### config.mk
export PLATFORM = sky130hd
export DESIGN_NAME = ccr_charge_readout
export DESIGN_NICKNAME = d
export VERILOG_FILES = /design/src/ccr_pkg.sv /design/src/ccr_pulse_sync.sv /design/src/ccr_charge_counter.sv /design/src/ccr_charge_readout.sv
export SDC_FILE = /design/constraint.sdc
export NUM_CORES = 1
export LEC_CHECK = 0
export BUFFER_PORTS_ARGS = -buffer_cell sky130_fd_sc_hd__buf_2
export CAP_MARGIN = 5
export CORE_ASPECT_RATIO = 0.9
export CORE_MARGIN = 5
export CORE_UTILIZATION = 35
export DETAILED_ROUTE_END_ITERATION = 16
export HOLD_SLACK_MARGIN = 0.1
export SYNTH_ARGS = -nofsm -noshare
export SYNTH_HDL_FRONTEND = slang
export SYNTH_SLANG_ARGS = --single-unit
### constraint.sdc
create_clock -name CORE_CLK_IN -period 4 [get_ports CORE_CLK_IN]
set_input_delay 0.8 -clock CORE_CLK_IN [delete_from_list [all_inputs] [get_ports CORE_CLK_IN]]
set_output_delay 0.8 -clock CORE_CLK_IN [all_outputs]
set_load 0.05 [all_outputs]
### src/ccr_pkg.sv
package ccr_pkg;
  // Register indices; byte address is four times the index.
  localparam logic [5:0] IDX_BUCK_B_HIGH = 6'h17;
  localparam logic [5:0] IDX_BUCK_B_LOW = 6'h18;
  localparam logic [5:0] IDX_LDO_C_HIGH = 6'h19;
  localparam logic [5:0] IDX_LDO_C_LOW = 6'h1A;
  localparam logic [5:0] IDX_SUPPLY_AVG_HIGH = 6'h1B;
  localparam logic [5:0] IDX_COUNTER_CONTROL = 6'h20;
  localparam logic [5:0] IDX_COUNTER_STATUS = 6'h21;
  // Byte address fields.
  localparam int ADDR_W = 8;
  localparam int IDX_LSB = 2;
  localparam int IDX_MSB = 7;
  // Control register fields.
  localparam int CTRL_PRESCALE_LSB = 0;
  localparam int CTRL_PRESCALE_MSB = 1;
  localparam int CTRL_CLEAR_BIT = 2;
  localparam int CTRL_CAL_START_BIT = 3;
  // Status register fields.
  localparam int STAT_CAL_BUSY_BIT = 0;
  localparam int STAT_CAL_HELD_BIT = 1;
  localparam int STAT_LOW_POWER_BIT = 2;
  localparam int STAT_STANDALONE_BIT = 3;
  // Reset values.
  localparam logic [7:0] REG_RESET = 8'h00;
  localparam logic [15:0] COUNT_RESET = 16'h0000;
  localparam logic [1:0] PRESCALE_RESET = 2'h0;
  // Bus responses.
  localparam logic [1:0] RESP_OKAY = 2'h0;
  localparam logic [1:0] RESP_SLVERR = 2'h2;
  // Calibration window timing.
  localparam int CLK_PERIOD_NS = 20;
  localparam int CAL_WINDOW_NS = 50000;
  localparam int CAL_CYCLES = CAL_WINDOW_NS / CLK_PERIOD_NS;
  localparam int CAL_CNT_W = 12;
  // Synchronised input lanes.
  localparam int LANE_PFM_B = 0;
  localparam int LANE_PFM_C = 1;
  localparam int LANE_CLK10 = 2;
  localparam int LANE_LOW_POWER = 3;
  localparam int LANE_STANDALONE = 4;
  localparam int LANES = 5;
  typedef enum logic [1:0] {CAL_IDLE, CAL_RUN, CAL_HELD} ccr_cal_state_t;
endpackage : ccr_pkg

### src/ccr_pulse_sync.sv
`timescale 1ns/1ps
module ccr_pulse_sync (
  // Clock and reset.
  input wire logic clk_in,
  input wire logic resetn_in,
  // Asynchronous pin.
  input wire logic pin_in,
  // Synchronised level and rising edge.
  output logic level_out,
  output logic rise_out
);
  logic meta_q;
  logic sync_q;
  logic last_q;

  // The first stage feeds only the second stage.
  always_ff @(posedge clk_in) begin
    if (!resetn_in) begin
      meta_q <= 1'b0;
      sync_q <= 1'b0;
      last_q <= 1'b0;
    end else begin
      meta_q <= pin_in;
      sync_q <= meta_q;
      last_q <= sync_q;
    end
  end

  assign level_out = sync_q;
  assign rise_out = sync_q & ~last_q;
endmodule : ccr_pulse_sync

### src/ccr_charge_counter.sv
`timescale 1ns/1ps
module ccr_charge_counter (
  // Clock and reset.
  input wire logic clk_in,
  input wire logic resetn_in,
  // Control.
  input wire logic clear_in,
  input wire logic enable_in,
  input wire logic inhibit_in,
  input wire logic [1:0] prescale_in,
  // Pulse to count.
  input wire logic pulse_in,
  // Counter value.
  output logic [15:0] count_out
);
  logic [5:0] group_q;
  logic [5:0] group_d;
  logic [5:0] group_last;
  logic [15:0] count_q;
  logic [15:0] count_d;
  logic take;
  logic wrap;

  // Group size is 1, 4, 16 or 64 pulses per count.
  assign group_last = 6'((7'h01 << {prescale_in, 1'b0}) - 7'h01);
  // Pulses are dropped while the register is addressed.
  assign take = pulse_in & enable_in & ~inhibit_in;
  assign wrap = take & (group_q >= group_last);
  assign group_d = clear_in ? 6'h00 : (wrap ? 6'h00 : (take ? 6'(group_q + 6'h01) : group_q));
  assign count_d = clear_in ? ccr_pkg::COUNT_RESET : (wrap ? 16'(count_q + 16'h0001) : count_q);

  always_ff @(posedge clk_in) begin
    if (!resetn_in) begin
      group_q <= 6'h00;
      count_q <= ccr_pkg::COUNT_RESET;
    end else begin
      group_q <= group_d;
      count_q <= count_d;
    end
  end

  assign count_out = count_q;
endmodule : ccr_charge_counter

### src/ccr_charge_readout.sv
`timescale 1ns/1ps
module ccr_charge_readout (
  // Clock and reset.
  input wire logic CORE_CLK_IN,
  input wire logic RESETN_IN,
  // Analog front-end pins.
  input wire logic PFM_BUCK_B_IN,
  input wire logic PFM_LDO_C_IN,
  input wire logic CLK_10MHZ_IN,
  input wire logic LOW_POWER_MODE_IN,
  input wire logic LDO_C_STANDALONE_IN,
  // AXI4-Lite write address channel.
  input wire logic S_AXI_AWVALID_IN,
  input wire logic [7:0] S_AXI_AWADDR_IN,
  output logic S_AXI_AWREADY_OUT,
  // AXI4-Lite write data channel.
  input wire logic S_AXI_WVALID_IN,
  input wire logic [31:0] S_AXI_WDATA_IN,
  input wire logic [3:0] S_AXI_WSTRB_IN,
  output logic S_AXI_WREADY_OUT,
  // AXI4-Lite write response channel.
  output logic S_AXI_BVALID_OUT,
  output logic [1:0] S_AXI_BRESP_OUT,
  input wire logic S_AXI_BREADY_IN,
  // AXI4-Lite read address channel.
  input wire logic S_AXI_ARVALID_IN,
  input wire logic [7:0] S_AXI_ARADDR_IN,
  output logic S_AXI_ARREADY_OUT,
  // AXI4-Lite read data channel.
  output logic S_AXI_RVALID_OUT,
  output logic [31:0] S_AXI_RDATA_OUT,
  output logic [1:0] S_AXI_RRESP_OUT,
  input wire logic S_AXI_RREADY_IN
);
  // Synchronised inputs.
  logic [ccr_pkg::LANES-1:0] pins;
  logic [ccr_pkg::LANES-1:0] lvl;
  logic [ccr_pkg::LANES-1:0] rise;

  assign pins = {LDO_C_STANDALONE_IN, LOW_POWER_MODE_IN, CLK_10MHZ_IN, PFM_LDO_C_IN, PFM_BUCK_B_IN};

  genvar gi;
  generate
    for (gi = 0; gi < ccr_pkg::LANES; gi++) begin : g_sync
      ccr_pulse_sync u_sync (
        .clk_in(CORE_CLK_IN),
        .resetn_in(RESETN_IN),
        .pin_in(pins[gi]),
        .level_out(lvl[gi]),
        .rise_out(rise[gi])
      );
    end
  endgenerate

  // Write channel state.
  logic awready_q;
  logic wready_q;
  logic aw_have_q;
  logic aw_have_d;
  logic w_have_q;
  logic w_have_d;
  logic [7:0] awaddr_q;
  logic [31:0] wdata_q;
  logic wstrb0_q;
  logic bvalid_q;
  logic bvalid_d;
  logic [1:0] bresp_q;
  logic aw_take;
  logic w_take;
  logic wr_fire;
  logic [5:0] wr_idx;
  logic wr_ok;
  logic wr_ctrl;

  assign aw_take = S_AXI_AWVALID_IN & awready_q;
  assign w_take = S_AXI_WVALID_IN & wready_q;
  assign wr_fire = aw_have_q & w_have_q & ~bvalid_q;
  assign aw_have_d = (aw_have_q | aw_take) & ~wr_fire;
  assign w_have_d = (w_have_q | w_take) & ~wr_fire;
  assign bvalid_d = wr_fire | (bvalid_q & ~S_AXI_BREADY_IN);
  assign wr_idx = awaddr_q[ccr_pkg::IDX_MSB:ccr_pkg::IDX_LSB];
  assign wr_ok = (awaddr_q[1:0] == 2'h0) &&
                 ((wr_idx == ccr_pkg::IDX_COUNTER_CONTROL) || (wr_idx == ccr_pkg::IDX_COUNTER_STATUS) ||
                  ((wr_idx >= ccr_pkg::IDX_BUCK_B_HIGH) && (wr_idx <= ccr_pkg::IDX_SUPPLY_AVG_HIGH)));
  assign wr_ctrl = wr_fire & wstrb0_q & (awaddr_q[1:0] == 2'h0) & (wr_idx == ccr_pkg::IDX_COUNTER_CONTROL);

  always_ff @(posedge CORE_CLK_IN) begin
    if (!RESETN_IN) begin
      awready_q <= 1'b0;
      wready_q <= 1'b0;
      aw_have_q <= 1'b0;
      w_have_q <= 1'b0;
      awaddr_q <= 8'h00;
      wdata_q <= 32'h00000000;
      wstrb0_q <= 1'b0;
      bvalid_q <= 1'b0;
      bresp_q <= ccr_pkg::RESP_OKAY;
    end else begin
      awready_q <= ~aw_have_d;
      wready_q <= ~w_have_d;
      aw_have_q <= aw_have_d;
      w_have_q <= w_have_d;
      if (aw_take) begin
        awaddr_q <= S_AXI_AWADDR_IN;
      end
      if (w_take) begin
        wdata_q <= S_AXI_WDATA_IN;
        wstrb0_q <= S_AXI_WSTRB_IN[0];
      end
      bvalid_q <= bvalid_d;
      if (wr_fire) begin
        bresp_q <= wr_ok ? ccr_pkg::RESP_OKAY : ccr_pkg::RESP_SLVERR;
      end
    end
  end

  // Control register and one-cycle command pulses.
  logic [1:0] prescale_q;
  logic clear_q;
  logic cal_start_q;

  always_ff @(posedge CORE_CLK_IN) begin
    if (!RESETN_IN) begin
      prescale_q <= ccr_pkg::PRESCALE_RESET;
      clear_q <= 1'b0;
      cal_start_q <= 1'b0;
    end else begin
      if (wr_ctrl) begin
        prescale_q <= wdata_q[ccr_pkg::CTRL_PRESCALE_MSB:ccr_pkg::CTRL_PRESCALE_LSB];
      end
      clear_q <= wr_ctrl & wdata_q[ccr_pkg::CTRL_CLEAR_BIT];
      cal_start_q <= wr_ctrl & wdata_q[ccr_pkg::CTRL_CAL_START_BIT];
    end
  end

  // Calibration sequencer.
  ccr_pkg::ccr_cal_state_t cal_state_q;
  ccr_pkg::ccr_cal_state_t cal_state_d;
  logic [ccr_pkg::CAL_CNT_W-1:0] cal_cnt_q;
  logic [ccr_pkg::CAL_CNT_W-1:0] cal_cnt_d;
  logic cal_run;
  logic cal_held;

  always_comb begin
    cal_state_d = cal_state_q;
    cal_cnt_d = cal_cnt_q;
    case (cal_state_q)
      ccr_pkg::CAL_IDLE: begin
        if (cal_start_q && !clear_q) begin
          cal_state_d = ccr_pkg::CAL_RUN;
          cal_cnt_d = ccr_pkg::CAL_CNT_W'(ccr_pkg::CAL_CYCLES - 1);
        end
      end
      ccr_pkg::CAL_RUN: begin
        if (cal_cnt_q == '0) begin
          cal_state_d = ccr_pkg::CAL_HELD;
        end else begin
          cal_cnt_d = cal_cnt_q - ccr_pkg::CAL_CNT_W'(1);
        end
      end
      ccr_pkg::CAL_HELD: begin
        if (clear_q) begin
          cal_state_d = ccr_pkg::CAL_IDLE;
        end
      end
      default: begin
        cal_state_d = ccr_pkg::CAL_IDLE;
      end
    endcase
  end

  always_ff @(posedge CORE_CLK_IN) begin
    if (!RESETN_IN) begin
      cal_state_q <= ccr_pkg::CAL_IDLE;
      cal_cnt_q <= '0;
    end else begin
      cal_state_q <= cal_state_d;
      cal_cnt_q <= cal_cnt_d;
    end
  end

  assign cal_run = (cal_state_q == ccr_pkg::CAL_RUN);
  assign cal_held = (cal_state_q == ccr_pkg::CAL_HELD);

  // Read channel state.
  logic arready_q;
  logic rvalid_q;
  logic rvalid_d;
  logic [31:0] rdata_q;
  logic [1:0] rresp_q;
  logic [5:0] rd_idx_q;
  logic ar_take;
  logic [5:0] ar_idx;
  logic ar_aligned;

  assign ar_take = S_AXI_ARVALID_IN & arready_q;
  assign ar_idx = S_AXI_ARADDR_IN[ccr_pkg::IDX_MSB:ccr_pkg::IDX_LSB];
  assign ar_aligned = (S_AXI_ARADDR_IN[1:0] == 2'h0);
  assign rvalid_d = ar_take | (rvalid_q & ~S_AXI_RREADY_IN);

  // A counter is addressed while its read is offered or its answer stands.
  logic addr_b;
  logic addr_c;
  logic inh_b;
  logic inh_c;

  assign addr_b = S_AXI_ARVALID_IN && ((ar_idx == ccr_pkg::IDX_BUCK_B_HIGH) || (ar_idx == ccr_pkg::IDX_BUCK_B_LOW));
  assign addr_c = S_AXI_ARVALID_IN && ((ar_idx == ccr_pkg::IDX_LDO_C_HIGH) || (ar_idx == ccr_pkg::IDX_LDO_C_LOW));
  assign inh_b = addr_b | (rvalid_q && ((rd_idx_q == ccr_pkg::IDX_BUCK_B_HIGH) ||
                                        (rd_idx_q == ccr_pkg::IDX_BUCK_B_LOW)));
  assign inh_c = addr_c | (rvalid_q && ((rd_idx_q == ccr_pkg::IDX_LDO_C_HIGH) ||
                                        (rd_idx_q == ccr_pkg::IDX_LDO_C_LOW)));

  // Counters.
  logic [15:0] count_b;
  logic [15:0] count_c;
  logic c_pulse;
  logic c_enable;
  logic c_clear;
  logic [1:0] c_prescale;

  ccr_charge_counter u_count_b (
    .clk_in(CORE_CLK_IN),
    .resetn_in(RESETN_IN),
    .clear_in(clear_q),
    .enable_in(lvl[ccr_pkg::LANE_LOW_POWER]),
    .inhibit_in(inh_b),
    .prescale_in(prescale_q),
    .pulse_in(rise[ccr_pkg::LANE_PFM_B]),
    .count_out(count_b)
  );

  // During calibration the C counter counts every 10 MHz edge that arrives while it is not addressed, then holds.
  assign c_pulse = cal_run ? rise[ccr_pkg::LANE_CLK10] : rise[ccr_pkg::LANE_PFM_C];
  assign c_enable = cal_run | (~cal_held & lvl[ccr_pkg::LANE_STANDALONE]);
  assign c_clear = clear_q | (cal_start_q & (cal_state_q == ccr_pkg::CAL_IDLE));
  assign c_prescale = cal_run ? ccr_pkg::PRESCALE_RESET : prescale_q;

  ccr_charge_counter u_count_c (
    .clk_in(CORE_CLK_IN),
    .resetn_in(RESETN_IN),
    .clear_in(c_clear),
    .enable_in(c_enable),
    .inhibit_in(inh_c),
    .prescale_in(c_prescale),
    .pulse_in(c_pulse),
    .count_out(count_c)
  );

  // Low-byte shadows.
  logic [7:0] shadow_b_q;
  logic [7:0] shadow_c_q;
  logic take_b_high;
  logic take_c_high;

  assign take_b_high = ar_take & ar_aligned & (ar_idx == ccr_pkg::IDX_BUCK_B_HIGH);
  assign take_c_high = ar_take & ar_aligned & (ar_idx == ccr_pkg::IDX_LDO_C_HIGH);

  always_ff @(posedge CORE_CLK_IN) begin
    if (!RESETN_IN) begin
      shadow_b_q <= ccr_pkg::REG_RESET;
      shadow_c_q <= ccr_pkg::REG_RESET;
    end else begin
      if (take_b_high) begin
        shadow_b_q <= count_b[7:0];
      end
      if (take_c_high) begin
        shadow_c_q <= count_c[7:0];
      end
    end
  end

  // Read data selection.
  logic [7:0] rd_byte;
  logic rd_hit;
  logic [7:0] status_byte;

  assign status_byte = {4'h0, lvl[ccr_pkg::LANE_STANDALONE], lvl[ccr_pkg::LANE_LOW_POWER], cal_held, cal_run};

  always_comb begin
    rd_byte = ccr_pkg::REG_RESET;
    rd_hit = ar_aligned;
    case (ar_idx)
      ccr_pkg::IDX_BUCK_B_HIGH: rd_byte = count_b[15:8];
      ccr_pkg::IDX_BUCK_B_LOW: rd_byte = shadow_b_q;
      ccr_pkg::IDX_LDO_C_HIGH: rd_byte = count_c[15:8];
      ccr_pkg::IDX_LDO_C_LOW: rd_byte = shadow_c_q;
      ccr_pkg::IDX_SUPPLY_AVG_HIGH: rd_byte = ccr_pkg::REG_RESET;
      ccr_pkg::IDX_COUNTER_CONTROL: rd_byte = {6'h00, prescale_q};
      ccr_pkg::IDX_COUNTER_STATUS: rd_byte = status_byte;
      default: rd_hit = 1'b0;
    endcase
  end

  always_ff @(posedge CORE_CLK_IN) begin
    if (!RESETN_IN) begin
      arready_q <= 1'b0;
      rvalid_q <= 1'b0;
      rdata_q <= 32'h00000000;
      rresp_q <= ccr_pkg::RESP_OKAY;
      rd_idx_q <= 6'h00;
    end else begin
      arready_q <= ~rvalid_d;
      rvalid_q <= rvalid_d;
      if (ar_take) begin
        rdata_q <= {24'h000000, rd_hit ? rd_byte : 8'h00};
        rresp_q <= rd_hit ? ccr_pkg::RESP_OKAY : ccr_pkg::RESP_SLVERR;
        rd_idx_q <= ar_idx;
      end
    end
  end

  assign S_AXI_AWREADY_OUT = awready_q;
  assign S_AXI_WREADY_OUT = wready_q;
  assign S_AXI_BVALID_OUT = bvalid_q;
  assign S_AXI_BRESP_OUT = bresp_q;
  assign S_AXI_ARREADY_OUT = arready_q;
  assign S_AXI_RVALID_OUT = rvalid_q;
  assign S_AXI_RDATA_OUT = rdata_q;
  assign S_AXI_RRESP_OUT = rresp_q;
endmodule : ccr_charge_readout

== Word level (Yosys, flattened, before mapping) ==
Cells that the tools add are included.
Word-level totals
  bits of input ports: 64
  memory bits (read-only): 0
  word-level logic and storage cells: 160
  bits in latches: 0
  bits in writable memories: 0
  output and inout bits: 41
  memories: 0
  bits in registers: 129
Operators by class
  mux-type cells: 14
  equal/unequal tests: 19
  bitwise gates (word level): 50
  multipliers: 0
  shifts and indexed selects: 2
  reductions and logical operators: 26
  $lt $le $gt $ge: 4
  div/mod/pow operators: 0
  $add $sub $neg: 7
Operator list (number)
  equality test 6 x 5 -> 1 bit (second input constant): 9
  case mux 8 bit (6 select lines): 1
  adder 16 x 1 -> 16 bit (second input constant): 2
  bitwise AND 1 bit: 28
  equality test 6 bit (second input constant): 4
  two-way mux 12 bit: 2
  case mux 12 bit (2 select lines): 1
  NOT 1 bit: 14
  adder 6 x 1 -> 6 bit (second input constant): 2
  greater-or-equal comparator 6 bit: 2
  logical NOT 12 bit: 1
  two-way mux 2 bit: 6
  left shift 1 x 3 -> 6 bit (first input constant): 2
  subtractor 12 x 1 -> 12 bit (second input constant): 1
  subtractor 6 x 1 -> 6 bit (second input constant): 2
  two-way mux 8 bit: 1
  bitwise OR 1 bit: 8
  logical AND 1 bit: 7
  OR reduction 7 bit: 1
  greater-or-equal comparator 6 x 5 -> 1 bit (second input constant): 1
  less-or-equal comparator 6 x 5 -> 1 bit (second input constant): 1
  logical NOT 2 bit: 3
  logical OR 1 bit: 6
  != test 2 bit (second input constant): 3
  other kinds (10): 14

== Longest topological paths before layout ==
Gate-level depths: netlist (run 1).
  depth in word-level cells: 8
  depth in mapped cells: 11
  depth with buffers taken out: 9

== Hierarchy ==
From an unflattened synthesis (run 1), not the netlist that was laid out.
Second synthesis, totals
  cell total of the unflattened synthesis: 722
  area total of the unflattened synthesis: 6379.9 um^2
By module, submodules not included
  ccr_charge_readout: area an instance 3459.6 um^2, sequential area each 1401.3 um^2, instances 1, cells an instance 401
  ccr_charge_counter: area an instance 1228.7 um^2, sequential area each 440.4 um^2, instances 2, cells an instance 143
  ccr_pulse_sync: area an instance 92.6 um^2, sequential area each 60.1 um^2, instances 5, cells an instance 7

== Worst setup path after synthesis (run 1) ==
No wires, ideal clock.
  path kind: input to register
  start point: input port S_AXI_ARADDR_IN[3]
  end point: register u_count_b.count_q[11] (netlist: u_count_b.count_out[11])
  required time: 3.868 ns
  cell stages on the path: 8
  setup time: 0.132 ns
  slack: 1.453 ns
  arrival time: 2.415 ns
  buffers on the path: 3
  cells stage by stage: buf_2 and4b_1 a32o_1 or3_1 buf_2 buf_2 o41ai_1 a21oi_1
Between the ends
  word-level cells in the longest chain between the ends: 7
  elaborated cells on any way between the ends: 8
  those cells by class: eq/ne: 2; bitwise: 4; reduce/logical: 2
RTL lines
  start: declaration: RTL line ccr_charge_readout.sv:27  | input wire logic [7:0] S_AXI_ARADDR_IN,
  equality test 6 x 5 -> 1 bit: RTL line ccr_charge_readout.sv:207  | assign addr_b = S_AXI_ARVALID_IN && ((ar_idx == ccr_pkg::IDX_BUCK_B_HIGH) || (ar_idx == ccr_pkg::IDX_BUCK_B_LO ...
  logical OR 1 bit *: RTL line ccr_charge_readout.sv:207
  logical AND 1 bit *: RTL line ccr_charge_readout.sv:207
  bitwise OR 1 bit *: RTL line ccr_charge_readout.sv:209  | assign inh_b = addr_b | (rvalid_q && ((rd_idx_q == ccr_pkg::IDX_BUCK_B_HIGH) ||
  NOT 1 bit *: RTL line ccr_charge_counter.sv:27  | assign take = pulse_in & enable_in & ~inhibit_in;
  bitwise AND 1 bit *: RTL line ccr_charge_counter.sv:27
  bitwise AND 1 bit *: RTL line ccr_charge_counter.sv:28  | assign wrap = take & (group_q >= group_last);
  end signal: assignment: RTL line ccr_charge_counter.sv:35  | count_q <= ccr_pkg::COUNT_RESET;
  end signal: assignment: RTL line ccr_charge_counter.sv:38  | count_q <= count_d;
  end: declaration: RTL line ccr_charge_counter.sv:19  | logic [15:0] count_q;
Mark *: on every way between the ends. The rest lies on a longest branch, timed or not.
A chain may end at the register's enable or synchronous reset.

== Final worst setup path (run 1) ==
  start point: register cal_state_q[1]
  end point: register u_count_c.count_q[15] (netlist: u_count_c.count_out[15])
Between the ends
  word-level cells in the longest chain between the ends: 7
  elaborated cells on any way between the ends: 17
  those cells by class: add/sub: 1; order compare: 1; eq/ne: 2; shift: 1; mux: 2; bitwise: 8; reduce/logical: 2
RTL lines
  start: declaration: RTL line ccr_charge_readout.sv:137  | ccr_pkg::ccr_cal_state_t cal_state_q;
  start signal: assignment: RTL line ccr_charge_readout.sv:174  | cal_state_q <= ccr_pkg::CAL_IDLE;
  start signal: assignment: RTL line ccr_charge_readout.sv:177  | cal_state_q <= cal_state_d;
  parallel branches: the longest is 7 deep, another holds subtractor 6 x 1 -> 6 bit
  end signal: assignment: RTL line ccr_charge_counter.sv:35
  end signal: assignment: RTL line ccr_charge_counter.sv:38
  end: declaration: RTL line ccr_charge_counter.sv:19
Several ways; the timed one is not identified.

==> metrics.txt, run 1 <==
# TYPE chip_impl_metric gauge
chip_impl_info{name="outcome",value="complete, no violations"} 1
chip_impl_metric{name="rows",unit=""} 46
chip_impl_metric{name="globalplace.congestion",unit=""} 0.814
chip_impl_metric{name="slowest_delay",unit="ps"} 800
chip_impl_metric{name="max_freq",unit="GHz"} 0.332
chip_impl_metric{name="port_buffers",unit=""} 47
chip_impl_metric{name="cts_num_sinks",unit=""} 127
chip_impl_metric{name="first_global_vias",unit=""} 5133
chip_impl_metric{name="final-setup-viol-count",unit=""} 0
chip_impl_metric{name="cts-hold-fix-buffers",unit=""} 0
chip_impl_metric{name="detailroute.via_count",unit=""} 5345
chip_impl_metric{name="detail_route.wirelength",unit="mm"} 15.7
chip_impl_metric{name="synthDistinctLibCells",unit=""} 67
chip_impl_metric{name="synth_seq_area_share",unit="%"} 40.3
chip_impl_metric{name="worst-path-max-fanout",unit=""} 23
chip_impl_metric{name="synth_top_area_share",unit="%"} 40.3
chip_impl_metric{name="grt_max_degree",unit=""} 35
chip_impl_metric{name="clock_tree.buffer_depth",unit=""} 2
chip_impl_metric{name="min_period",unit="ps"} 3010
chip_impl_metric{name="final_layout_size_suffix_gt1_share",unit="%"} 13.4
chip_impl_metric{name="globalRouteOverflowTotal",unit=""} 0
chip_impl_metric{name="areaGrowthSynthToFinish",unit="%"} 14.2
chip_impl_metric{name="sw_frac_of_total",unit="%"} 24.6
chip_impl_metric{name="boundary_pins",unit=""} 105
chip_impl_metric{name="worst-slew-pin-transition",unit="ps"} 1030
chip_impl_metric{name="clockPowerShare",unit="%"} 48.1
chip_impl_metric{name="die_area",unit="um2"} 20800
chip_impl_metric{name="syn_inst",unit=""} 725
chip_impl_info{name="synth_top_cells_by_area",value="sky130_fd_sc_hd__dfxtp_1 (40%), sky130_fd_sc_hd__a21oi_1 (4.8%), sky130_fd_sc_hd__mux2i_1 (4.4%)"} 1
chip_impl_info{name="crit_path_cell_trace",value="or2b_1 > nand3_1 > ha_1 > or2_2 > a21o_1 > a31oi_2 > buf_4 > nor4_1 > o21a_1"} 1
chip_impl_metric{name="clkTransAtPathRegs",unit="ps"} 60
chip_impl_metric{name="postRouteAntennaNets",unit=""} 0
chip_impl_metric{name="detailedPlacementHpwl",unit="mm"} 11.2
chip_impl_info{name="clock_tree.root_cell",value="sky130_fd_sc_hd__clkbuf_16"} 1
chip_impl_info{name="crit_path_start_kind",value="register"} 1
chip_impl_metric{name="grt_first_pass_wirelength",unit="mm"} 26.5
chip_impl_metric{name="critical_path_required",unit="ps"} 4320
chip_impl_metric{name="max-slew-margin-rel",unit="%"} 30.8
chip_impl_metric{name="tritoncts.num_buffers",unit=""} 17
chip_impl_metric{name="placedCellCount",unit=""} 986
chip_impl_info{name="synth_most_common_cell",value="sky130_fd_sc_hd__dfxtp_1"} 1
chip_impl_metric{name="finalHoldViolCount",unit=""} 0
chip_impl_metric{name="synth-async-reset-ratio",unit="%"} 0
chip_impl_metric{name="irDropWorstVdd",unit="uV"} 301
chip_impl_metric{name="instances_no_fill",unit=""} 1016
chip_impl_info{name="cts_tree",value="built"} 1
chip_impl_metric{name="cts_resized",unit=""} 0
chip_impl_metric{name="synth-seq-cells",unit=""} 127
chip_impl_metric{name="total_leakage_power",unit="nW"} 2.66
chip_impl_info{name="worst_path_max_delay_cell",value="sky130_fd_sc_hd__a31oi_2"} 1
chip_impl_metric{name="setup_total_negative_slack",unit="ps"} 0
chip_impl_metric{name="comb_power_share",unit="%"} 6.4
chip_impl_metric{name="ys_warn_count",unit=""} 0
chip_impl_info{name="setup_repair_after_global_routing_missed_its_margin",value="false"} 1
chip_impl_metric{name="vias_per_cell",unit=""} 5.26
chip_impl_metric{name="routed_wire_length_per_instance",unit="um"} 15.5
chip_impl_metric{name="n_antenna_cell",unit=""} 0
chip_impl_info{name="timing.critical_path.to_type",value="register"} 1
chip_impl_metric{name="starting_utilization_of_the_core_area",unit="%"} 35.7
chip_impl_info{name="synth_ff_type",value="sky130_fd_sc_hd__dfxtp_1"} 1
chip_impl_metric{name="postSynthAreaPerCell",unit="um2"} 8.70
chip_impl_metric{name="die_height",unit="um"} 137
chip_impl_info{name="hp-class",value="reg -> reg"} 1
chip_impl_metric{name="p_int",unit="mW"} 2.16
chip_impl_metric{name="power_density",unit="nW/um2"} 397
chip_impl_metric{name="post_synth_instance_area",unit="um2"} 6310
chip_impl_metric{name="worst-endpoint-arrival",unit="ps"} 3330
chip_impl_metric{name="antenna_found_initial",unit=""} 1
chip_impl_metric{name="route.detailed.drc",unit=""} 0
chip_impl_metric{name="synth_enable_flop_cells",unit=""} 0
chip_impl_metric{name="finalNetCount",unit=""} 847
chip_impl_metric{name="timing.final.max_slew_violations",unit=""} 0
chip_impl_metric{name="first_iter_violations",unit=""} 385
chip_impl_metric{name="total_number_of_h_tree_levels",unit=""} 4
chip_impl_metric{name="floorplan.die.width",unit="um"} 152
chip_impl_metric{name="globalRouteTotalUtil",unit="%"} 16.1
chip_impl_metric{name="firstDrtPassIters",unit=""} 5
chip_impl_metric{name="skew",unit="ps"} 7.38
chip_impl_metric{name="design.core.area",unit="um2"} 17700
chip_impl_metric{name="insertion_delay",unit="ps"} 420
chip_impl_info{name="worstSetupPathType",value="reg -> reg"} 1
chip_impl_metric{name="sequentialPowerShare",unit="%"} 45.6
chip_impl_metric{name="switching_power",unit="uW"} 705
chip_impl_metric{name="max_cap_viol_count",unit=""} 0
chip_impl_metric{name="cts.repair_timing.setup_buffer_count",unit=""} 0
chip_impl_info{name="biggest_area_consumer_among_synthesized_cells",value="sky130_fd_sc_hd__dfxtp_1"} 1
chip_impl_metric{name="final.period_utilization",unit="%"} 75.3
chip_impl_info{name="yosys-top-cells-count",value="sky130_fd_sc_hd__dfxtp_1 (127), sky130_fd_sc_hd__nand2_1 (70), sky130_fd_sc_hd__a21oi_1 (60), sky130_fd_sc_hd__nor2_1 (40), sky130_fd_sc_hd__nand3_1 (32)"} 1
per-stage QoR:
step | setup WS (ps) | hold WS (ps) | total power [mW] | utilization, % | cell area, um2
detailed placement | 1010 | 424 | 1.51 | 37.8 | 6690
finish | 987 | 430 | 2.86 | 40.8 | 7210
global placement | 1020 | 415 | 1.51 | 37.8 | 6690
CTS | 1000 | 436 | 2.89 | 40.8 | 7210
global route | 686 | 447 | 2.97 | 40.8 | 7210
floorplan | 1450 | 412 | 1.48 | - | 6400
metal layers:
layer	share of wire [%]	up-vias	global-route usage, %
met5	0.083	-	0
met3	5.8	17	4.11
met2	43	132	23.7
met4	1.2	2	4.74
met1	50	2502	23.1
li1	-	2692	-
cell families (layout without fill, tap and decap cells):
| kind of cell | Yosys count | in the layout | synth area share (%) |
|---|---|---|---|
| buf+inv | 77 | 103 | 6.40 |
| compound gates | 153 | 153 | 16.1 |
| fa+ha+maj | 18 | 18 | 3.57 |
| other cells | 1 | 26 | 0.0594 |
| mux | 28 | 28 | 4.44 |
| simple gates | 311 | 311 | 27.7 |
| flops | 127 | 127 | 40.3 |
| xor+xnor | 10 | 10 | 1.39 |
critical path: cells and delay by family (launching register included):
kind / cells / cell delay, ps
compound gates: 3 / 1160
fa+ha+maj: 1 / 230
buf+inv: 1 / 320
flops: 1 / 460
simple gates: 4 / 730
state kept, by name (all words and copies together) (netlist names), 4 cells and up:
name                     flops
wdata_q                      4
awaddr_q                     8
u_count_c.group_q            6
u_count_c.count_out         16
S_AXI_RDATA_OUT              8
rd_idx_q                     6
g_sync.u_sync.level_out      5
shadow_c_q                   8
cal_cnt_q                   12
u_count_b.group_q            6
shadow_b_q                   8
u_count_b.count_out         16
g_sync.u_sync.meta_q         5
power by group through the flow:
stage	combinational (mW)	sequential [mW]	clock (mW)
after floorplan	0.142	1.34	0
after global placement	0.182	1.33	0
after detailed placement	0.182	1.33	0
after CTS	0.182	1.30	1.40
after global routing	0.198	1.31	1.46
final	0.183	1.30	1.38
final timing paths:
kind	start	endpoint	slack, ps	depth (start not counted)
setup reg to reg	cal_state_q[1]	u_count_c.count_out[15]	990	9
hold reg to reg	g_sync[3].u_sync.meta_q	g_sync[3].u_sync.level_out	430	1
hold / removal	g_sync[3].u_sync.meta_q	g_sync[3].u_sync.level_out	430	1
setup / recovery	cal_state_q[1]	u_count_c.count_out[15]	990	9
placed cells by master, fill, tap and decap left out, types with 4 or more instances in the layout:
master	count
sky130_fd_sc_hd__a21boi_0	6
sky130_fd_sc_hd__a21oi_1	60
sky130_fd_sc_hd__a222oi_1	5
sky130_fd_sc_hd__a22oi_1	4
sky130_fd_sc_hd__a31o_2	6
sky130_fd_sc_hd__and2_1	19
sky130_fd_sc_hd__and3_1	7
sky130_fd_sc_hd__and4_1	5
sky130_fd_sc_hd__buf_2	47
sky130_fd_sc_hd__buf_4	11
sky130_fd_sc_hd__clkbuf_1	4
sky130_fd_sc_hd__clkbuf_16	17
sky130_fd_sc_hd__clkinv_2	4
sky130_fd_sc_hd__conb_1	26
sky130_fd_sc_hd__dfxtp_1	127
sky130_fd_sc_hd__ha_1	18
sky130_fd_sc_hd__inv_1	14
sky130_fd_sc_hd__mux2i_1	28
sky130_fd_sc_hd__nand2_1	70
sky130_fd_sc_hd__nand2b_1	7
sky130_fd_sc_hd__nand3_1	32
sky130_fd_sc_hd__nand3b_1	6
sky130_fd_sc_hd__nand4_1	17
sky130_fd_sc_hd__nor2_1	40
sky130_fd_sc_hd__nor2b_1	21
sky130_fd_sc_hd__nor3_1	19
sky130_fd_sc_hd__nor3b_1	4
sky130_fd_sc_hd__nor4_1	10
sky130_fd_sc_hd__o21ai_0	16
sky130_fd_sc_hd__o22ai_1	4
sky130_fd_sc_hd__o2bb2ai_1	5
sky130_fd_sc_hd__o31ai_1	14
sky130_fd_sc_hd__o41ai_1	6
sky130_fd_sc_hd__or3_1	11
sky130_fd_sc_hd__or4_1	15
sky130_fd_sc_hd__or4b_1	4
sky130_fd_sc_hd__xnor2_1	9
area by class of cell:
type / count / area (um2)
clock buffer: 24 / 482
clock inverter: 6 / 36.3
fill: 1802 / 10500
inverter: 15 / 56.3
multi-input combinational: 546 / 3470
sequential: 127 / 2540
tap: 240 / 300
timing repair buffer: 58 / 318
(Power assumes the default switching activity.)
==> run 2: changes to the inputs <==
==> constraint.sdc (replaced) <==
create_clock -name CORE_CLK_IN -period 2.9 [get_ports CORE_CLK_IN]
set_input_delay 0.58 -clock CORE_CLK_IN [delete_from_list [all_inputs] [get_ports CORE_CLK_IN]]
set_output_delay 0.58 -clock CORE_CLK_IN [all_outputs]
set_load 0.05 [all_outputs]
==> metrics.txt, run 2 (synthesized netlist as in run 1, its figures left out) <==
# TYPE chip_impl_metric gauge
chip_impl_info{name="outcome",value="complete, no violations"} 1
chip_impl_metric{name="skew",unit="ps"} 5.04
chip_impl_metric{name="total_leakage_power",unit="nW"} 2.77
chip_impl_metric{name="cts-hold-fix-buffers",unit=""} 0
chip_impl_metric{name="postRouteAntennaNets",unit=""} 0
chip_impl_metric{name="cts_resized",unit=""} 0
chip_impl_metric{name="rows",unit=""} 46
chip_impl_metric{name="finalNetCount",unit=""} 858
chip_impl_info{name="crit_path_start_kind",value="register"} 1
chip_impl_metric{name="insertion_delay",unit="ps"} 420
chip_impl_metric{name="instances_no_fill",unit=""} 1030
chip_impl_info{name="worstSetupPathType",value="reg -> reg"} 1
chip_impl_metric{name="finalCoreUtilization",unit="%"} 42.1
chip_impl_metric{name="vias_per_cell",unit=""} 5.29
chip_impl_metric{name="die_area",unit="um2"} 20800
chip_impl_metric{name="irDropWorstVdd",unit="uV"} 390
chip_impl_metric{name="areaGrowthSynthToFinish",unit="%"} 17.9
chip_impl_metric{name="die_height",unit="um"} 137
chip_impl_metric{name="placedCellCount",unit=""} 997
chip_impl_metric{name="first_iter_violations",unit=""} 383
chip_impl_metric{name="final_layout_size_suffix_gt1_share",unit="%"} 15.2
chip_impl_metric{name="grt_max_degree",unit=""} 35
chip_impl_metric{name="globalplace.congestion",unit=""} 0.793
chip_impl_metric{name="critical_path_required",unit="ps"} 3250
chip_impl_metric{name="routed_wire_length_per_instance",unit="um"} 15.7
chip_impl_info{name="hp-class",value="in -> reg"} 1
chip_impl_metric{name="grt_first_pass_wirelength",unit="mm"} 26.5
chip_impl_metric{name="port_buffers",unit=""} 47
chip_impl_metric{name="p_int",unit="mW"} 3.39
chip_impl_metric{name="final.setup.worst_slack",unit="ps"} 394
chip_impl_metric{name="max_freq",unit="GHz"} 0.399
chip_impl_metric{name="finalHoldViolCount",unit=""} 0
chip_impl_metric{name="detail_route.wirelength",unit="mm"} 16.2
chip_impl_metric{name="cts_num_sinks",unit=""} 127
chip_impl_metric{name="route.detailed.drc",unit=""} 0
chip_impl_info{name="leading_cell_type_in_the_layout_fill_and_taps_excluded",value="sky130_fd_sc_hd__dfxtp_1"} 1
chip_impl_metric{name="totalPowerFinal",unit="mW"} 4.43
chip_impl_metric{name="clock_tree.buffer_depth",unit=""} 2
chip_impl_metric{name="multi_input_gate_area",unit="um2"} 3470
chip_impl_metric{name="max-slew-margin-rel",unit="%"} 39.1
chip_impl_metric{name="clockPowerShare",unit="%"} 53.7
chip_impl_metric{name="final.period_utilization",unit="%"} 86.4
chip_impl_metric{name="worst-path-max-fanout",unit=""} 34
chip_impl_metric{name="globalRouteOverflowTotal",unit=""} 0
chip_impl_metric{name="place_worst_setup_slack",unit="ps"} 265
chip_impl_metric{name="firstDrtPassIters",unit=""} 6
chip_impl_metric{name="boundary_pins",unit=""} 105
chip_impl_metric{name="max_cap_viol_count",unit=""} 0
chip_impl_metric{name="worst-endpoint-arrival",unit="ps"} 2860
chip_impl_metric{name="floorplan.die.width",unit="um"} 152
chip_impl_metric{name="filler_cell_count",unit=""} 1789
chip_impl_metric{name="total_number_of_h_tree_levels",unit=""} 4
chip_impl_metric{name="globalRouteTotalUtil",unit="%"} 16.1
chip_impl_info{name="layout.cells.most_common_list",value="sky130_fd_sc_hd__dfxtp_1 (127), sky130_fd_sc_hd__nand2_1 (70), sky130_fd_sc_hd__a21oi_1 (60), sky130_fd_sc_hd__buf_2 (47), sky130_fd_sc_hd__nor2_1 (40)"} 1
chip_impl_info{name="setup_repair_after_global_routing_missed_its_margin",value="false"} 1
chip_impl_metric{name="sequentialPowerShare",unit="%"} 40.6
chip_impl_metric{name="clkTransAtPathRegs",unit="ps"} 60
chip_impl_info{name="timing.critical_path.to_type",value="register"} 1
chip_impl_metric{name="tritoncts.num_buffers",unit=""} 17
chip_impl_metric{name="starting_utilization_of_the_core_area",unit="%"} 35.7
chip_impl_info{name="cts_tree",value="built"} 1
chip_impl_metric{name="worst-slew-pin-transition",unit="ps"} 909
chip_impl_metric{name="sw_frac_of_total",unit="%"} 23.6
chip_impl_metric{name="min_period",unit="ps"} 2510
chip_impl_metric{name="design.core.area",unit="um2"} 17700
chip_impl_metric{name="layout.area.seq",unit="um2"} 2540
chip_impl_metric{name="comb_power_share",unit="%"} 5.7
chip_impl_metric{name="detailedPlacementHpwl",unit="mm"} 11.4
chip_impl_metric{name="switching_power",unit="mW"} 1.04
chip_impl_metric{name="detailroute.via_count",unit=""} 5446
chip_impl_metric{name="power_density",unit="nW/um2"} 596
chip_impl_metric{name="antenna_found_initial",unit=""} 1
chip_impl_metric{name="first_global_vias",unit=""} 5030
chip_impl_metric{name="cts.repair_timing.setup_buffer_count",unit=""} 0
chip_impl_metric{name="setup_total_negative_slack",unit="ps"} 0
chip_impl_info{name="clock_tree.root_cell",value="sky130_fd_sc_hd__clkbuf_16"} 1
chip_impl_metric{name="timing.final.max_slew_violations",unit=""} 0
chip_impl_metric{name="final-setup-viol-count",unit=""} 0
-- run 2: cell count changes in the layout (fill, tap and decap cells not counted), sizes merged --
cell,before,now
clkinv,6,5
clkinvlp,1,2
diode,0,1
bufinv,0,5
inv,14,16
clkbuf,24,19
buf,58,69
-- run 2: worst paths after layout --
| kind | from | endpoint | slack [ps] | cells after the start |
|---|---|---|---|---|
| worst max-delay path | cal_state_q[1] | u_count_c.count_out[13] | 390 | 10 |
| worst min-delay path | LDO_C_STANDALONE_IN | g_sync[4].u_sync.meta_q | 360 | 2 |
| worst max register to register | cal_state_q[1] | u_count_c.count_out[13] | 390 | 10 |
| worst min register to register | g_sync[0].u_sync.meta_q | g_sync[0].u_sync.level_out | 430 | 1 |
-- run 2: per-stage QoR --
step / hold slack (ps) / instance area [um2]
5_1_grt: 356 / 7440
3_3_place_gp: 415 / 6780
2_1_floorplan: 412 / 6400
4_1_cts: 344 / 7440
3_5_place_dp: 418 / 6780
6_report: 361 / 7440
-- run 2: final cells by class --
class | instances | area share, %
diodes | 1 | 0.0336
clock buffers | 19 | 5.95
clock inverters | 13 | 2.83
inverters | 15 | 0.757
multi-input cells | 546 | 46.7
flip-flops and latches | 127 | 34.2
well taps | 240 | 4.04
repair buffers | 69 | 5.55
-- run 2: per-layer routing --
metal,share of wire [%],track usage (%),routed length (um)
met5,0.080,0,13
met1,50,23.5,8170
met2,42,23.1,6870
met4,0.78,4.14,126
met3,6.4,4.67,1030
-- run 2: power groups by stage --
| stage | clock network (mW) | registers (mW) | logic [mW] |
|---|---|---|---|
| floorplan | 0 | 1.85 | 0.196 |
| global placement | 0 | 1.84 | 0.253 |
| detailed placement | 0 | 1.84 | 0.254 |
| CTS | 2.41 | 1.80 | 0.255 |
| global route | 2.49 | 1.80 | 0.276 |
| finish | 2.38 | 1.80 | 0.255 |
-- run 2: worst max-delay path, stage by stage, from the launching register on --
cell and delay [ps]:
sky130_fd_sc_hd__dfxtp_1 460, sky130_fd_sc_hd__nor2b_1 100, sky130_fd_sc_hd__nor2_1 260, sky130_fd_sc_hd__inv_1 80, sky130_fd_sc_hd__ha_1 280, sky130_fd_sc_hd__nand2_1 40, sky130_fd_sc_hd__o21ai_0 240, sky130_fd_sc_hd__a31oi_2 160
sky130_fd_sc_hd__buf_12 190, sky130_fd_sc_hd__or4_1 470, sky130_fd_sc_hd__a21oi_1 150
==> run 3: changes to the inputs <==
--- a/config.mk
+++ b/config.mk
@@ -5,6 +5,7 @@
 export SDC_FILE = /design/constraint.sdc
 export NUM_CORES = 1
 export LEC_CHECK = 0
+export ABC_AREA = 1
 export BUFFER_PORTS_ARGS = -buffer_cell sky130_fd_sc_hd__buf_2
 export CAP_MARGIN = 5
 export CORE_ASPECT_RATIO = 0.9
==> constraint.sdc (replaced) <==
create_clock -name CORE_CLK_IN -period 3 [get_ports CORE_CLK_IN]
set_input_delay 0.6 -clock CORE_CLK_IN [delete_from_list [all_inputs] [get_ports CORE_CLK_IN]]
set_output_delay 0.6 -clock CORE_CLK_IN [all_outputs]
set_load 0.05 [all_outputs]
==> metrics.txt, run 3 <==
# TYPE chip_impl_metric gauge
chip_impl_info{name="outcome",value="complete, no violations"} 1
chip_impl_metric{name="post_synth_instance_area",unit="um2"} 6820
chip_impl_info{name="biggest_area_consumer_among_synthesized_cells",value="sky130_fd_sc_hd__dfxtp_1"} 1
chip_impl_info{name="hp-class",value="in -> reg"} 1
chip_impl_metric{name="finalHoldViolCount",unit=""} 0
chip_impl_metric{name="max-slew-margin-rel",unit="%"} 59.0
chip_impl_metric{name="floorplan.die.width",unit="um"} 157
chip_impl_metric{name="clkTransAtPathRegs",unit="ps"} 60
chip_impl_metric{name="worst-endpoint-arrival",unit="ps"} 2830
chip_impl_metric{name="power_density",unit="nW/um2"} 535
chip_impl_metric{name="areaGrowthSynthToFinish",unit="%"} 14.1
chip_impl_info{name="crit_path_start_kind",value="register"} 1
chip_impl_metric{name="irDropWorstVdd",unit="uV"} 363
chip_impl_metric{name="worstHoldPathCells",unit=""} 3
chip_impl_metric{name="cts_num_sinks",unit=""} 127
chip_impl_metric{name="place_worst_setup_slack",unit="ps"} 558
chip_impl_info{name="hold_path_end",value="g_sync[1].u_sync.meta_q"} 1
chip_impl_info{name="setup_repair_after_global_routing_missed_its_margin",value="false"} 1
chip_impl_metric{name="detailedPlacementHpwl",unit="mm"} 12.2
chip_impl_metric{name="final-setup-viol-count",unit=""} 0
chip_impl_metric{name="die_area",unit="um2"} 22400
chip_impl_info{name="synth_most_common_cell",value="sky130_fd_sc_hd__nand2_1"} 1
chip_impl_metric{name="synth_seq_area_share",unit="%"} 37.3
chip_impl_info{name="synth_ff_type",value="sky130_fd_sc_hd__dfxtp_1"} 1
chip_impl_metric{name="clock_tree.buffer_depth",unit=""} 2
chip_impl_metric{name="min_period",unit="ps"} 2480
chip_impl_info{name="most_used_routing_layer",value="met2"} 1
chip_impl_metric{name="route.detailed.drc",unit=""} 0
chip_impl_metric{name="setup_total_negative_slack",unit="ps"} 0
chip_impl_metric{name="insertion_delay",unit="ps"} 430
chip_impl_info{name="worst_hold_path_startpoint",value="PFM_LDO_C_IN"} 1
chip_impl_metric{name="timing.final.max_slew_violations",unit=""} 0
chip_impl_info{name="synth_top_cells_by_area",value="sky130_fd_sc_hd__dfxtp_1 (37%), sky130_fd_sc_hd__nand2_1 (14%), sky130_fd_sc_hd__nor2_1 (7.4%)"} 1
chip_impl_metric{name="worst-path-max-fanout",unit=""} 17
chip_impl_metric{name="design.core.area",unit="um2"} 19200
chip_impl_metric{name="first_global_vias",unit=""} 5605
chip_impl_metric{name="final_layout_size_suffix_gt1_share",unit="%"} 10.6
chip_impl_metric{name="grt_max_degree",unit=""} 55
chip_impl_metric{name="final.period_utilization",unit="%"} 82.7
chip_impl_metric{name="max_cap_viol_count",unit=""} 0
chip_impl_metric{name="antenna_found_initial",unit=""} 1
chip_impl_metric{name="rr_worst_depth",unit=""} 11
chip_impl_metric{name="fin_hold_ws",unit="ps"} 349
chip_impl_metric{name="cts-hold-fix-buffers",unit=""} 0
chip_impl_metric{name="grt_first_pass_wirelength",unit="mm"} 28.1
chip_impl_metric{name="syn_inst",unit=""} 1008
chip_impl_info{name="clock_tree.root_cell",value="sky130_fd_sc_hd__clkbuf_16"} 1
chip_impl_metric{name="routed_wire_length_per_instance",unit="um"} 12.9
chip_impl_info{name="yosys-top-cells-count",value="sky130_fd_sc_hd__nand2_1 (246), sky130_fd_sc_hd__nor2_1 (135), sky130_fd_sc_hd__dfxtp_1 (127), sky130_fd_sc_hd__inv_1 (100)"} 1
chip_impl_metric{name="post_dp_cell_area",unit="um2"} 7160
chip_impl_metric{name="synth-seq-cells",unit=""} 127
chip_impl_metric{name="firstDrtPassIters",unit=""} 8
chip_impl_info{name="layout.cells.most_common_list",value="sky130_fd_sc_hd__nand2_1 (246), sky130_fd_sc_hd__nor2_1 (135), sky130_fd_sc_hd__dfxtp_1 (127), sky130_fd_sc_hd__inv_1 (100)"} 1
chip_impl_metric{name="skew",unit="ps"} 22.2
chip_impl_metric{name="postSynthAreaPerCell",unit="um2"} 6.76
chip_impl_metric{name="synth_top_area_share",unit="%"} 37.3
chip_impl_metric{name="setup.reg_to_reg.worst_slack",unit="ps"} 520
chip_impl_metric{name="total_leakage_power",unit="nW"} 3.43
chip_impl_metric{name="port_buffers",unit=""} 47
chip_impl_metric{name="detail_route.wirelength",unit="mm"} 17.0
chip_impl_metric{name="synth_enable_flop_cells",unit=""} 0
chip_impl_metric{name="globalRouteTotalUtil",unit="%"} 15.6
chip_impl_metric{name="critical_path_required",unit="ps"} 3350
chip_impl_info{name="worstSetupPathType",value="reg -> reg"} 1
chip_impl_metric{name="synthDistinctLibCells",unit=""} 36
chip_impl_metric{name="total_number_of_h_tree_levels",unit=""} 4
chip_impl_metric{name="placedCellCount",unit=""} 1282
chip_impl_metric{name="first_iter_violations",unit=""} 408
chip_impl_metric{name="vias_per_cell",unit=""} 4.73
chip_impl_metric{name="starting_utilization_of_the_core_area",unit="%"} 35.6
chip_impl_metric{name="groute.layer.met2.usage",unit="%"} 22.9
chip_impl_metric{name="die_height",unit="um"} 142
chip_impl_metric{name="globalRouteOverflowTotal",unit=""} 0
chip_impl_metric{name="finalCoreUtilization",unit="%"} 40.6
chip_impl_metric{name="max_freq",unit="GHz"} 0.403
chip_impl_metric{name="finalNetCount",unit=""} 1133
chip_impl_metric{name="totalPowerFinal",unit="mW"} 4.16
chip_impl_metric{name="cts_resized",unit=""} 0
chip_impl_info{name="cts_tree",value="built"} 1
chip_impl_metric{name="final_cell_area",unit="um2"} 7780
chip_impl_metric{name="final.setup.worst_slack",unit="ps"} 518
chip_impl_metric{name="tritoncts.num_buffers",unit=""} 17
chip_impl_metric{name="instances_no_fill",unit=""} 1314
chip_impl_info{name="crit-reg2reg-capture",value="u_count_c.group_q[3]"} 1
chip_impl_metric{name="detailroute.via_count",unit=""} 6220
chip_impl_metric{name="grt_use_met3",unit="%"} 4.32
chip_impl_metric{name="globalplace.congestion",unit=""} 0.840
chip_impl_metric{name="synth-async-reset-ratio",unit="%"} 0
chip_impl_metric{name="worst-slew-pin-transition",unit="ps"} 615
chip_impl_metric{name="boundary_pins",unit=""} 105
chip_impl_metric{name="groute.layer.met1.usage",unit="%"} 22.1
chip_impl_info{name="timing.critical_path.to_type",value="register"} 1
chip_impl_info{name="r2r-start",value="cal_state_q[0]"} 1
chip_impl_metric{name="cts.repair_timing.setup_buffer_count",unit=""} 0
chip_impl_metric{name="ys_warn_count",unit=""} 0
chip_impl_metric{name="postRouteAntennaNets",unit=""} 0
chip_impl_metric{name="rows",unit=""} 48
chip_impl_info{name="leading_cell_type_in_the_layout_fill_and_taps_excluded",value="sky130_fd_sc_hd__nand2_1"} 1
## run 3: critical path, cell delays in order, from the launching register on
cell and delay [ps]:
sky130_fd_sc_hd__dfxtp_1 370, sky130_fd_sc_hd__nand2_2 170, sky130_fd_sc_hd__inv_1 260, sky130_fd_sc_hd__nor2_1 100, sky130_fd_sc_hd__ha_1 280, sky130_fd_sc_hd__o21ai_0 160
sky130_fd_sc_hd__nand2_1 70, sky130_fd_sc_hd__nand2_1 80, sky130_fd_sc_hd__nand2_2 240, sky130_fd_sc_hd__nand3_4 310, sky130_fd_sc_hd__nand2_1 200, sky130_fd_sc_hd__a21oi_1 160
## run 3: logic make-up (layout without fill, tap and decap cells)
kind of cell	Yosys count	after routing	share of synthesized area [%]
AND/OR/NAND/NOR	522	522	33.4
buffers and inverters	161	191	11.0
AO/OA/AOI/OAI	151	151	11.3
flip-flops	127	127	37.3
XOR/XNOR	28	28	3.60
adder cells (fa/ha/maj)	18	18	3.30
other	1	27	0.0550
## run 3: power breakdown
part | internal, mW | switching, mW
sequential | 1.72 | 0.0192
clock | 1.35 | 0.795
combinational | 0.0586 | 0.219
## run 3: layer usage
layer | up-vias | part of all wire, % | wire length [um]
met5 | - | 0.076 | 13
met4 | 2 | 1.3 | 226
met3 | 20 | 6.4 | 1080
met2 | 163 | 44 | 7440
met1 | 2757 | 48 | 8240
li1 | 3278 | - | -
## run 3: how the worst max path moves through the flow
| stage | start | endpoint | slack [ps] | depth (start not counted) |
|---|---|---|---|---|
| 3_3_place_gp | cal_state_q[1] | u_count_c.group_q[1] | 590 | 13 |
| 2_1_floorplan | cal_state_q[1] | u_count_c.count_out[7] | 1110 | 12 |
| 5_1_grt | cal_state_q[0] | u_count_c.group_q[2] | 200 | 11 |
| 4_1_cts | cal_state_q[0] | u_count_c.group_q[3] | 540 | 11 |
| 6_report | cal_state_q[0] | u_count_c.group_q[3] | 520 | 11 |
| 3_5_place_dp | cal_state_q[1] | u_count_c.group_q[2] | 560 | 13 |
## run 3: area by class of cell
class | count | area (um2)
Antenna cell | 1 | 2.50
Clock buffer | 19 | 453
Clock inverter | 12 | 160
Fill cell | 2007 | 11400
Inverter | 106 | 399
Multi-Input combinational cell | 745 | 3620
Sequential cell | 127 | 2540
Tap cell | 250 | 313
Timing Repair Buffer | 54 | 288
